## src/include/sel_dma_pkg.sv

```systemverilog
// Constants, types and register map of the selector channel sequencer.
// Notes on behaviour
// - System clear puts the sequencer in idle; idle leaves only for 01, 03, 09 or 0C.
// - Status request states raise the request; 03 marks first byte, 09 second or halfword.
// - States 04 and 0A drop the status request after acknowledge, then data or bad.
// - Data-available states raise the line and drive outgoing data onto the private bus.
// - Data-request states raise the line and latch bus data on acknowledge.
// - Reset states drop the data line after acknowledge; 08 goes to 09, 0D onward.
// - Bad-status command moves to 0E, which flags bad termination, then goes to 14.
// - State 0F flags good termination, then goes to 14.
// - Word counter carry-out triggers good termination toward macro-interrupt logic.
// - Bad status returned on a status request ends through bad termination.
// - Status-check line in high-speed transfers only means bad termination.
// - Stop moves any state but 00 or 10 to 10, which returns to 00.
// - Termination while interrupts are masked alternates hold states 14 and 15.
// - Re-enabled interrupts during hold raise the service-pending flag.
// - A busy channel isolates its private bus; processor accesses then time out.
// - Channel address F0 is recognised and starts initialization only while idle.
// - Initialization loads start address and negated block size into the counters.
// - Go read or write hands the private bus to the sequencer and sets busy.
// - Programmed I/O lines stay until a reset-command after acknowledge clears line and data.
// - Private acknowledge reaches the condition multiplexer only while idle.
// - While idle, programmed I/O writes drive the same lines on the private bus.
// - Programmed reads take main bus data if it acknowledged, else private data.
// - Two-bit code: both reset, high only data available, low only request, neither status.
// - The state register advances on every cycle of the 100 ns clock.
// - Busy is asserted in every state other than idle.
// - Memory microinterrupt requests a memory operation, with a direction signal.
package sel_dma_pkg;

  localparam int unsigned CLK_PERIOD_NS = 100;

  typedef enum logic [4:0] {
    S_IDLE, S_MEM_INT, S_MEM_INT_CLR, S_STAT_REQ1, S_STAT_RST1, S_DATA_AVAIL1, S_DATA_REQ1,
    S_DATA_RST1, S_STAT_REQ2, S_STAT_RST2, S_DATA_AVAIL2, S_DATA_REQ2, S_DATA_RST2,
    S_BAD_STATUS, S_TRANSFER_END, S_WAIT, S_HOLD1, S_HOLD2
  } seq_state_t;

  // Register byte offsets on the Wishbone slave.
  localparam logic [7:0] CTRL_OFS = 8'h00;
  localparam logic [7:0] START_OFS = 8'h04;
  localparam logic [7:0] FINAL_OFS = 8'h08;
  localparam logic [7:0] STATUS_OFS = 8'h0C;
  localparam logic [7:0] ADDR_OFS = 8'h10;
  localparam logic [7:0] WCNT_OFS = 8'h14;
  localparam logic [7:0] XFER_OFS = 8'h18;
  localparam logic [7:0] PIO_CTRL_OFS = 8'h1C;
  localparam logic [7:0] PIO_DATA_OFS = 8'h20;

  // Control register bit positions (write-only command pulses).
  localparam int unsigned CTRL_GO_BIT = 0;
  localparam int unsigned CTRL_READ_BIT = 1;
  localparam int unsigned CTRL_STOP_BIT = 2;
  localparam int unsigned CTRL_BAD_BIT = 3;
  localparam int unsigned CTRL_HALF_BIT = 4;
  localparam int unsigned CTRL_HS_BIT = 5;

  // Programmed I/O line positions; lines 0 to 2 are write-type and carry data.
  localparam int unsigned PIO_LINES = 6;
  localparam int unsigned PIO_ADDR_LINE = 0;
  localparam int unsigned PIO_RST_BIT = 8;
  localparam logic [PIO_LINES-1:0] PIO_WRITE_LINES = 6'h07;

  localparam logic [7:0] CHAN_DEV_ADDR = 8'hF0;
  localparam logic [7:0] STATUS_BAD_MASK = 8'hF0;

  localparam logic [1:0] OP_RESET = 2'h3;
  localparam logic [1:0] OP_DATA_AVAIL = 2'h2;
  localparam logic [1:0] OP_DATA_REQ = 2'h1;
  localparam logic [1:0] OP_STATUS_REQ = 2'h0;

  localparam logic [23:0] COUNT_RESET = 24'h000000;
  localparam logic [15:0] DATA_RESET = 16'h0000;

  typedef struct packed {
    logic private_status_request;
    logic private_data_available;
    logic private_data_request;
    logic byte_count_indicator;
    logic op_code_hi;
    logic op_code_lo;
    logic [PIO_LINES-1:0] pio_lines;
    logic [15:0] data;
    logic data_oe;
  } private_io_bus_out_t;

endpackage

```

## src/hw/selector_channel_dma_sequencer.sv

```systemverilog
// Selector channel sequencer with programmed I/O path and Wishbone register slave.
//
// The placing of the registers and the Wishbone register port are this design's own decisions.
module selector_channel_dma_sequencer
  import sel_dma_pkg::*;
(
  input wire logic core_clk,
  input wire logic rst_b,
  input wire logic [7:0] adr_i,
  input wire logic [31:0] dat_i,
  output logic [31:0] dat_o,
  input wire logic we_i,
  input wire logic [3:0] sel_i,
  input wire logic cyc_i,
  input wire logic stb_i,
  output logic ack_o,
  output private_io_bus_out_t private_io_bus,
  input wire logic [15:0] private_data_in,
  input wire logic private_sync,
  input wire logic status_check_line,
  output logic [PIO_LINES-1:0] main_io_bus_lines,
  output logic [15:0] main_io_bus_data_out,
  output logic main_io_bus_data_oe,
  input wire logic [15:0] main_io_bus_data_in,
  input wire logic main_sync,
  output logic condition_multiplexer_sync,
  output logic memory_microinterrupt,
  output logic memory_read_dir,
  output logic [23:0] memory_address,
  output logic [15:0] memory_write_data,
  input wire logic [15:0] memory_read_data,
  input wire logic memory_done,
  input wire logic interrupt_mask_bit,
  output logic good_termination_flag,
  output logic bad_termination_flag,
  output logic service_pending_flag,
  output logic channel_busy
);

  seq_state_t state_q, state_d;
  logic ack_q;
  logic [31:0] rdata_q;
  logic dir_read_q, half_q, hs_q;
  logic chan_sel_q;
  logic [23:0] start_q, addr_q, wcnt_q;
  logic carry_q;
  logic [15:0] xfer_q;
  logic status_bad_q;
  logic good_q, bad_q, service_q, masked_q;
  logic [PIO_LINES-1:0] pio_lines_q;
  logic [15:0] pio_data_q, pio_rd_q;
  logic pio_ack_q;

  logic req, wr_take;
  logic ctrl_wr, start_wr, final_wr, pio_ctrl_wr, pio_data_wr;
  logic idle;
  logic go, stop_cmd, bad_cmd;
  logic count_step;
  logic [24:0] wcnt_sum;
  logic [23:0] addr_next, final_val;

  function automatic logic [31:0] merge_lanes(input logic [31:0] old_v, input logic [31:0] new_v,
                                              input logic [3:0] lanes);
    logic [31:0] res;
    res = old_v;
    for (int i = 0; i < 4; i++)
    begin
      if (lanes[i])
      begin
        res[8*i +: 8] = new_v[8*i +: 8];
      end
    end
    return res;
  endfunction

  ////////////////////////////////////////////////////////////////////////////////
  // Wishbone slave: ack one cycle after the request; writes land at the acked edge.

  assign req = cyc_i && stb_i;
  assign wr_take = req && we_i && ack_q;
  assign ack_o = ack_q;
  assign dat_o = rdata_q;

  always_comb
  begin
    ctrl_wr = 1'b0;
    start_wr = 1'b0;
    final_wr = 1'b0;
    pio_ctrl_wr = 1'b0;
    pio_data_wr = 1'b0;
    if (adr_i == CTRL_OFS)
    begin
      ctrl_wr = wr_take && sel_i[0];
    end
    else if (adr_i == START_OFS)
    begin
      start_wr = wr_take;
    end
    else if (adr_i == FINAL_OFS)
    begin
      final_wr = wr_take;
    end
    else if (adr_i == PIO_CTRL_OFS)
    begin
      pio_ctrl_wr = wr_take;
    end
    else if (adr_i == PIO_DATA_OFS)
    begin
      pio_data_wr = wr_take;
    end
  end

  always_ff @(posedge core_clk)
  begin
    if (!rst_b)
    begin
      ack_q <= 1'b0;
    end
    else
    begin
      ack_q <= req && !ack_q;
    end
  end

  always_ff @(posedge core_clk)
  begin
    if (!rst_b)
    begin
      rdata_q <= 32'h00000000;
    end
    else if (req && !ack_q)
    begin
      if (adr_i == START_OFS)
      begin
        rdata_q <= {8'h00, start_q};
      end
      else if (adr_i == STATUS_OFS)
      begin
        rdata_q <= {21'h000000, hs_q, half_q, dir_read_q, condition_multiplexer_sync, pio_ack_q,
                    carry_q, chan_sel_q, service_q, bad_q, good_q, channel_busy};
      end
      else if (adr_i == ADDR_OFS)
      begin
        rdata_q <= {8'h00, addr_q};
      end
      else if (adr_i == WCNT_OFS)
      begin
        rdata_q <= {8'h00, wcnt_q};
      end
      else if (adr_i == XFER_OFS)
      begin
        rdata_q <= {16'h0000, xfer_q};
      end
      else if (adr_i == PIO_CTRL_OFS)
      begin
        rdata_q <= {26'h0000000, pio_lines_q};
      end
      else if (adr_i == PIO_DATA_OFS)
      begin
        rdata_q <= {16'h0000, pio_rd_q};
      end
      else
      begin
        rdata_q <= 32'h00000000;
      end
    end
  end

  ////////////////////////////////////////////////////////////////////////////////
  // Commands and initialization.

  assign idle = (state_q == S_IDLE);
  assign channel_busy = !idle;
  assign go = ctrl_wr && dat_i[CTRL_GO_BIT] && idle && chan_sel_q;
  assign stop_cmd = ctrl_wr && dat_i[CTRL_STOP_BIT];
  assign bad_cmd = ctrl_wr && dat_i[CTRL_BAD_BIT];
  assign final_val = 24'(merge_lanes({8'h00, start_q}, dat_i, sel_i));

  // The address line written with the channel's own address arms initialization.
  always_ff @(posedge core_clk)
  begin
    if (!rst_b)
    begin
      chan_sel_q <= 1'b0;
    end
    else if (state_q == S_WAIT)
    begin
      chan_sel_q <= 1'b0;
    end
    else if (pio_ctrl_wr && !dat_i[PIO_RST_BIT] && dat_i[PIO_ADDR_LINE] && idle)
    begin
      chan_sel_q <= (pio_data_q[7:0] == CHAN_DEV_ADDR);
    end
  end

  always_ff @(posedge core_clk)
  begin
    if (!rst_b)
    begin
      dir_read_q <= 1'b0;
      half_q <= 1'b0;
      hs_q <= 1'b0;
    end
    else if (go)
    begin
      dir_read_q <= dat_i[CTRL_READ_BIT];
      half_q <= dat_i[CTRL_HALF_BIT];
      hs_q <= dat_i[CTRL_HS_BIT];
    end
  end

  // One unit is counted as the last handshake of a transfer completes.
  assign count_step = (state_q == S_DATA_RST2) && !private_sync;
  assign wcnt_sum = {1'b0, wcnt_q} + 25'h0000001;
  assign addr_next = addr_q + 24'h000001;

  always_ff @(posedge core_clk)
  begin
    if (!rst_b)
    begin
      start_q <= COUNT_RESET;
      addr_q <= COUNT_RESET;
      wcnt_q <= COUNT_RESET;
      carry_q <= 1'b0;
    end
    else if (idle && chan_sel_q && start_wr)
    begin
      start_q <= 24'(merge_lanes({8'h00, start_q}, dat_i, sel_i));
      addr_q <= 24'(merge_lanes({8'h00, start_q}, dat_i, sel_i));
    end
    else if (idle && chan_sel_q && final_wr)
    begin
      wcnt_q <= start_q - final_val;
      carry_q <= 1'b0;
    end
    else if (count_step)
    begin
      wcnt_q <= wcnt_sum[23:0];
      addr_q <= addr_next;
      carry_q <= wcnt_sum[24];
    end
  end

  ////////////////////////////////////////////////////////////////////////////////
  // Sequencer. The state register advances on every 100 ns clock edge.

  always_ff @(posedge core_clk)
  begin
    if (!rst_b)
    begin
      state_q <= S_IDLE;
    end
    else
    begin
      state_q <= state_d;
    end
  end

  always_comb
  begin
    state_d = state_q;
    case (state_q)
      S_IDLE:
      begin
        if (go)
        begin
          if (!dat_i[CTRL_READ_BIT])
          begin
            state_d = S_MEM_INT;
          end
          else if (dat_i[CTRL_HS_BIT])
          begin
            state_d = S_DATA_REQ2;
          end
          else if (dat_i[CTRL_HALF_BIT])
          begin
            state_d = S_STAT_REQ2;
          end
          else
          begin
            state_d = S_STAT_REQ1;
          end
        end
      end
      S_MEM_INT: state_d = S_MEM_INT_CLR;
      S_MEM_INT_CLR:
      begin
        if (memory_done)
        begin
          if (carry_q)
          begin
            state_d = S_TRANSFER_END;
          end
          else if (hs_q)
          begin
            state_d = dir_read_q ? S_DATA_REQ2 : S_DATA_AVAIL2;
          end
          else
          begin
            state_d = half_q ? S_STAT_REQ2 : S_STAT_REQ1;
          end
        end
      end
      S_STAT_REQ1: state_d = private_sync ? S_STAT_RST1 : state_q;
      S_STAT_RST1:
      begin
        if (status_bad_q)
        begin
          state_d = S_BAD_STATUS;
        end
        else if (!private_sync)
        begin
          state_d = dir_read_q ? S_DATA_REQ1 : S_DATA_AVAIL1;
        end
      end
      S_DATA_AVAIL1, S_DATA_REQ1: state_d = private_sync ? S_DATA_RST1 : state_q;
      S_DATA_RST1: state_d = private_sync ? state_q : S_STAT_REQ2;
      S_STAT_REQ2: state_d = private_sync ? S_STAT_RST2 : state_q;
      S_STAT_RST2:
      begin
        if (status_bad_q)
        begin
          state_d = S_BAD_STATUS;
        end
        else if (!private_sync)
        begin
          state_d = dir_read_q ? S_DATA_REQ2 : S_DATA_AVAIL2;
        end
      end
      S_DATA_AVAIL2, S_DATA_REQ2:
      begin
        if (hs_q && status_check_line)
        begin
          state_d = S_BAD_STATUS;
        end
        else if (private_sync)
        begin
          state_d = S_DATA_RST2;
        end
      end
      S_DATA_RST2:
      begin
        if (count_step)
        begin
          state_d = (wcnt_sum[24] && !dir_read_q) ? S_TRANSFER_END : S_MEM_INT;
        end
      end
      S_BAD_STATUS, S_TRANSFER_END: state_d = S_HOLD1;
      S_HOLD1: state_d = S_HOLD2;
      S_HOLD2: state_d = S_HOLD1;
      S_WAIT: state_d = S_IDLE;
      default: state_d = S_IDLE;
    endcase
    // Outside idle and wait, stop outranks every other command; bad status only cuts an active transfer.
    if (stop_cmd && state_q != S_IDLE && state_q != S_WAIT)
    begin
      state_d = S_WAIT;
    end
    else if (bad_cmd && state_q inside {[S_MEM_INT:S_DATA_RST2]})
    begin
      state_d = S_BAD_STATUS;
    end
  end

  ////////////////////////////////////////////////////////////////////////////////
  // Termination flags, held until the channel is stopped.

  always_ff @(posedge core_clk)
  begin
    if (!rst_b)
    begin
      good_q <= 1'b0;
      bad_q <= 1'b0;
      service_q <= 1'b0;
      masked_q <= 1'b0;
    end
    else if (state_q == S_WAIT)
    begin
      good_q <= 1'b0;
      bad_q <= 1'b0;
      service_q <= 1'b0;
      masked_q <= 1'b0;
    end
    else if (state_q == S_TRANSFER_END || state_q == S_BAD_STATUS)
    begin
      good_q <= good_q || (state_q == S_TRANSFER_END);
      bad_q <= bad_q || (state_q == S_BAD_STATUS);
      masked_q <= interrupt_mask_bit;
    end
    else if (state_q == S_HOLD2 && masked_q && !interrupt_mask_bit)
    begin
      service_q <= 1'b1;
      masked_q <= 1'b0;
    end
  end

  assign good_termination_flag = good_q;
  assign bad_termination_flag = bad_q || service_q;
  assign service_pending_flag = service_q;

  ////////////////////////////////////////////////////////////////////////////////
  // Transfer data: bytes pair high first, then low, into one halfword.

  always_ff @(posedge core_clk)
  begin
    if (!rst_b)
    begin
      xfer_q <= DATA_RESET;
      status_bad_q <= 1'b0;
    end
    else
    begin
      if ((state_q == S_STAT_REQ1 || state_q == S_STAT_REQ2) && private_sync)
      begin
        status_bad_q <= |(private_data_in[7:0] & STATUS_BAD_MASK);
      end
      if (state_q == S_MEM_INT_CLR && memory_done && !dir_read_q)
      begin
        xfer_q <= memory_read_data;
      end
      else if (state_q == S_DATA_REQ1 && private_sync)
      begin
        xfer_q[15:8] <= private_data_in[7:0];
      end
      else if (state_q == S_DATA_REQ2 && private_sync)
      begin
        xfer_q <= half_q ? private_data_in : {xfer_q[15:8], private_data_in[7:0]};
      end
    end
  end

  assign memory_microinterrupt = (state_q == S_MEM_INT);
  assign memory_read_dir = !dir_read_q;
  assign memory_address = addr_q;
  assign memory_write_data = xfer_q;

  ////////////////////////////////////////////////////////////////////////////////
  // Programmed I/O. Lines hold until a reset-command issued after acknowledge.

  assign condition_multiplexer_sync = main_sync || (idle && private_sync);

  always_ff @(posedge core_clk)
  begin
    if (!rst_b)
    begin
      pio_lines_q <= '0;
      pio_data_q <= DATA_RESET;
      pio_ack_q <= 1'b0;
      pio_rd_q <= DATA_RESET;
    end
    else
    begin
      if (pio_ctrl_wr && dat_i[PIO_RST_BIT] && pio_ack_q)
      begin
        pio_lines_q <= '0;
        pio_data_q <= DATA_RESET;
        pio_ack_q <= 1'b0;
      end
      else
      begin
        if (pio_ctrl_wr && !dat_i[PIO_RST_BIT])
        begin
          pio_lines_q <= pio_lines_q | dat_i[PIO_LINES-1:0];
        end
        if (pio_data_wr)
        begin
          pio_data_q <= 16'(merge_lanes({16'h0000, pio_data_q}, dat_i, sel_i));
        end
        if (condition_multiplexer_sync && |pio_lines_q)
        begin
          pio_ack_q <= 1'b1;
        end
      end
      if (main_sync)
      begin
        pio_rd_q <= main_io_bus_data_in;
      end
      else if (idle && private_sync)
      begin
        pio_rd_q <= private_data_in;
      end
    end
  end

  assign main_io_bus_lines = pio_lines_q;
  assign main_io_bus_data_out = pio_data_q;
  assign main_io_bus_data_oe = |(pio_lines_q & PIO_WRITE_LINES);

  ////////////////////////////////////////////////////////////////////////////////
  // Private bus drive. Busy cuts the programmed I/O mirror so the processor times out.

  always_comb
  begin
    private_io_bus = '0;
    private_io_bus.byte_count_indicator = 1'b1;
    {private_io_bus.op_code_hi, private_io_bus.op_code_lo} = OP_RESET;
    case (state_q)
      S_IDLE:
      begin
        private_io_bus.pio_lines = pio_lines_q;
        private_io_bus.data = pio_data_q;
        private_io_bus.data_oe = main_io_bus_data_oe;
      end
      S_STAT_REQ1, S_STAT_REQ2:
      begin
        private_io_bus.private_status_request = 1'b1;
        private_io_bus.byte_count_indicator = (state_q == S_STAT_REQ2);
        {private_io_bus.op_code_hi, private_io_bus.op_code_lo} = OP_STATUS_REQ;
      end
      S_DATA_AVAIL1, S_DATA_AVAIL2:
      begin
        private_io_bus.private_data_available = 1'b1;
        private_io_bus.byte_count_indicator = (state_q == S_DATA_AVAIL2);
        private_io_bus.data = (state_q == S_DATA_AVAIL1) ? {8'h00, xfer_q[15:8]} :
                              (half_q ? xfer_q : {8'h00, xfer_q[7:0]});
        private_io_bus.data_oe = 1'b1;
        {private_io_bus.op_code_hi, private_io_bus.op_code_lo} = OP_DATA_AVAIL;
      end
      S_DATA_REQ1, S_DATA_REQ2:
      begin
        private_io_bus.private_data_request = 1'b1;
        private_io_bus.byte_count_indicator = (state_q == S_DATA_REQ2);
        {private_io_bus.op_code_hi, private_io_bus.op_code_lo} = OP_DATA_REQ;
      end
      S_STAT_RST1, S_DATA_RST1:
      begin
        private_io_bus.byte_count_indicator = 1'b0;
      end
      default:
      begin
        private_io_bus.byte_count_indicator = 1'b1;
      end
    endcase
  end

endmodule

```

## config.mk

```make
export PLATFORM = sky130hd
export DESIGN_NAME = selector_channel_dma_sequencer
export DESIGN_NICKNAME = d
export VERILOG_FILES = /design/src/include/sel_dma_pkg.sv /design/src/hw/selector_channel_dma_sequencer.sv
export SDC_FILE = /design/constraint.sdc
export NUM_CORES = 1
export LEC_CHECK = 0
export ABC_AREA = 1
export BUFFER_PORTS_ARGS = -buffer_cell sky130_fd_sc_hd__buf_2
export CORE_MARGIN = 3
export CORE_UTILIZATION = 55
export DETAILED_ROUTE_END_ITERATION = 10
export HOLD_SLACK_MARGIN = 0.03
export PLACE_DENSITY = 0.86
export SLEW_MARGIN = 20
export SYNTH_ARGS = -nofsm -noshare
export SYNTH_HDL_FRONTEND = slang
export SYNTH_SLANG_ARGS = --single-unit
```

## constraint.sdc

```tcl
create_clock -name core_clk -period 2.6 [get_ports core_clk]
set_input_delay 0 -clock core_clk [delete_from_list [all_inputs] [get_ports core_clk]]
set_output_delay 0 -clock core_clk [all_outputs]
set_load 0.01 [all_outputs]
```

==> flow_summary_export.csv <==
group,metric,value,unit
status,status,"completed",
clock_network,post_cts_buffers,0,
sta,rsz0062_at_grt,"false",
sta,final_max_slew_viol_count,0,
setup_path,critical_path.max_stage_delay,0.36,ns
drt,wire_per_inst,20.02,µm
clock_network,cts_made_buffers,17,
setup_path,cp.required,2.60,ns
setup_path,crit_path_end_kind,"primary output",
sta,tightest_slew,1.045,ns
drt,drtAntennaViolNets,0,
finish,drive_gt1_share,14.88,%
drt,drt-total-wl,48910,µm
hold_path,holdPathStages,4,
yosys,yosysTopAreaCell,"dfxtp_1",
clock_network,clk_pin_slew,0.07,ns
yosys,synth_area_leaders,"dfxtp_1 (29%), nand2_1 (17%), a21oi_1 (6.9%)",
clock_network,clock-sinks,167,
setup_path,r2r_slack,0.20,ns
sta,fmax,409.2,MHz
die,dieArea,0.02272,mm²
sta,relSlewSlack,29.93,%
finish,fill_cells,1753,
yosys,ys_ff_latch,167,
clock_network,root_buffer,"clkbuf_16",
yosys,seq_area_frac_synth,29.01,%
clock_network,worstSkewPairLatency,0.44,ns
yosys,avgSynthCellArea,6.146,µm²
pwr,ir_worst_vdd,0.0003852,V
yosys,synth.distinct_cells,51,
yosys,synth_edf_count,0,
drt,drtIter0Drc,1847,
placement,io_buffers,216,
global_route,grt_pass1_wl,73630,µm
finish,nets,2286,
setup_path,reg2reg_from,"state_q[3]$_SDFFE_PN0P_",
setup_path,startpoint_type,"flip-flop",
setup_path,cp_top_family,"simple AND/OR/NAND/NOR gates",
sta,finalSetupViolations,0,
setup_path,slowest_stage,"dfxtp_1",
setup_path,critical_path_arrival,2.44,ns
drt,drc,0,
clock_network,h-tree-depth,4,
placement,place_area,0.01277,mm²
yosys,synth_cells,1875,
setup_path,r2r_end,"pio_rd_q[12]$_SDFFE_PN0P_",
die,die_y,150.7,µm
clock_network,cts_tree,"built",
yosys,ys.warnings.count,0,
sta,tns,0,ns
die,ios,234,
global_route,grt_pass1_vias,13404,
yosys,ys.flop_type,"dfxtp_1",
yosys,synthArstFlopShare,0,%
pwr,leakage,6.636,nW
die,rows,52,
setup_path,critPathMaxFanout,10,
setup_path,path_buf_inv,3,
die,start_util,56.41,%
sta,period_minus_slack,2.444,ns
global_route,track_usage,41.96,%
sta,clock_skew,0.01068,ns
yosys,netlist.area_leader.share,29.01,%
setup_path,path_cells,"inv_2, nand3_1, nor2_4, nor2_1, inv_2, o21ai_0, o21ai_0, buf_2",
finish,multi_input_area,0.007096,mm²
finish,regArea,0.003343,mm²
global_route,grt_overflow,0,
global_route,grt_max_degree,91,
finish,area.growth.synth_to_final,24.22,%
global_route,antenna_found_initial,3,
finish,fin_area,0.01432,mm²
die,die_x,150.7,µm
setup_path,rr_worst_depth,9,
drt,firstDrtPassIters,5,
placement,dp_hpwl,36080,µm
hold_path,hold_path_end,"status_bad_q$_SDFFE_PN0P_",
drt,vias_per_cell,6.030,
clock_network,cts_buffer_depth,2,
yosys,synthesis.area,0.01152,mm²
run,drv_cap,0,
die,core-area,0.02043,mm²
sta,finalHoldViolations,0,
hold_path,hp-class,"input pin to flip-flop",
sta,finalCritPeriodShare,93.98,%
placement,place_congestion,1.031,
hold_path,min_from,"private_sync",
drt,vias,14732,
setup_path,path_class,"flip-flop to primary output",
pwr,powerDensity,505.6,mW/mm²
==> cell families after synthesis <==
| family | count (synthesis) | synth area share (%) |
|---|---|---|
| simple gates | 952 | 35.36 |
| compound gates | 407 | 19.20 |
| buf+inv | 276 | 9.837 |
| flops | 167 | 29.01 |
| xor+xnor | 30 | 2.280 |
| fa+ha+maj | 26 | 2.888 |
| mux | 16 | 1.390 |
| other cells | 1 | 0.03254 |
==> where the power goes <==
| group | switching, mW | internal (mW) |
|---|---|---|
| combinational | 1.14 | 0.608 |
| clock | 1.21 | 1.45 |
| sequential | 0.158 | 2.68 |
==> what timing repair did <==
item,4_1_cts,5_1_grt
hold buffers,91,0
setup endpoints to repair,0,29
hold endpoints to repair,61,0
gates resized for setup,0,9
==> layout make-up <==
class / instances / area share (%)
inverter: 202 / 5.297
sequential: 167 / 23.35
antenna: 2 / 0.03496
tap: 270 / 2.360
clock buffer: 18 / 2.998
timing repair buffer: 331 / 15.23
clock inverter: 14 / 1.162
multi-input combinational: 1439 / 49.57
==> synth_stat cells, drive strengths merged, types with 30 or more instances <==
cell	instances
nor2	201
clkbuf	37
nor3	30
a31oi	37
nand4	43
buf	37
nand3	101
nand2	537
dfxtp	167
a21oi	159
o21ai	165
inv	195
==> state kept, by name (all words and copies together) (netlist names) <==
signal	cells
good_termination_flag	1
chan_sel_q	1
memory_write_data	16
dir_read_q	1
pio_rd_q	16
pio_ack_q	1
carry_q	1
masked_q	1
wcnt_q	24
main_io_bus_data_out	16
bad_q	1
service_pending_flag	1
dat_o	24
start_q	24
hs_q	1
ack_o	1
memory_address	24
status_bad_q	1
half_q	1
state_q	5
main_io_bus_lines	6
==> worst max-delay path by stage <==
stage	start	slack (ns)	endpoint	cells after the start
after global routing	start_q[0]$_SDFFE_PN0P_	0.008	wcnt_q[10]$_SDFFE_PN0P_	14
after CTS	state_q[2]$_SDFFE_PN0P_	0.05	private_io_bus[3]	7
after floorplan	sel_i[0]	0.41	wcnt_q[6]$_SDFFE_PN0P_	14
after global placement	start_q[0]$_SDFFE_PN0P_	0.39	wcnt_q[10]$_SDFFE_PN0P_	14
final	state_q[4]$_SDFFE_PP0P_	0.16	private_io_bus[6]	8
after detailed placement	start_q[0]$_SDFFE_PN0P_	0.29	wcnt_q[10]$_SDFFE_PN0P_	14
==> cell usage in the layout, fill, tap and decap left out, types with 17 or more instances in the layout <==
cell type,instances
a21oi_1,159
a31oi_1,37
buf_2,216
buf_4,23
clkbuf_16,17
dfxtp_1,167
dlygate4sd3_1,91
ha_1,25
inv_1,180
nand2_1,532
nand3_1,99
nand4_1,41
nor2_1,186
nor3_1,27
o21ai_0,147
o21ai_1,17
xor2_1,23
==> metrics by stage <==
step                setup WS [ns]  util (%)  hold slack (ns)  std cells  power [mW]
floorplan                  0.4080         -           0.1447       1882       3.806
global placement           0.3867     62.52           0.2737       2318       4.344
detailed placement         0.2873     62.52           0.2787       2318       4.348
CTS                       0.04734     69.90          0.03595       2441       7.085
global route             0.008435     70.06           0.1160       2442       7.475
finish                     0.1565     70.07          0.09475       2443       7.238
==> worst reg2reg max path: cells and delay by family, from the launching register on <==
kind	cells	cell delay, ns
simple gates	3	0.44
buf+inv	3	0.95
compound gates	3	0.60
flops	1	0.35
==> routing by layer <==
metal	up-vias	global-route usage, %	part of all wire [%]
li1	6749	-	-
met1	6672	50.79	36
met2	1079	67.40	45
met3	230	8.880	11
met4	2	27.02	7.7
met5	-	0	0.027
(Power assumes the default switching activity.)
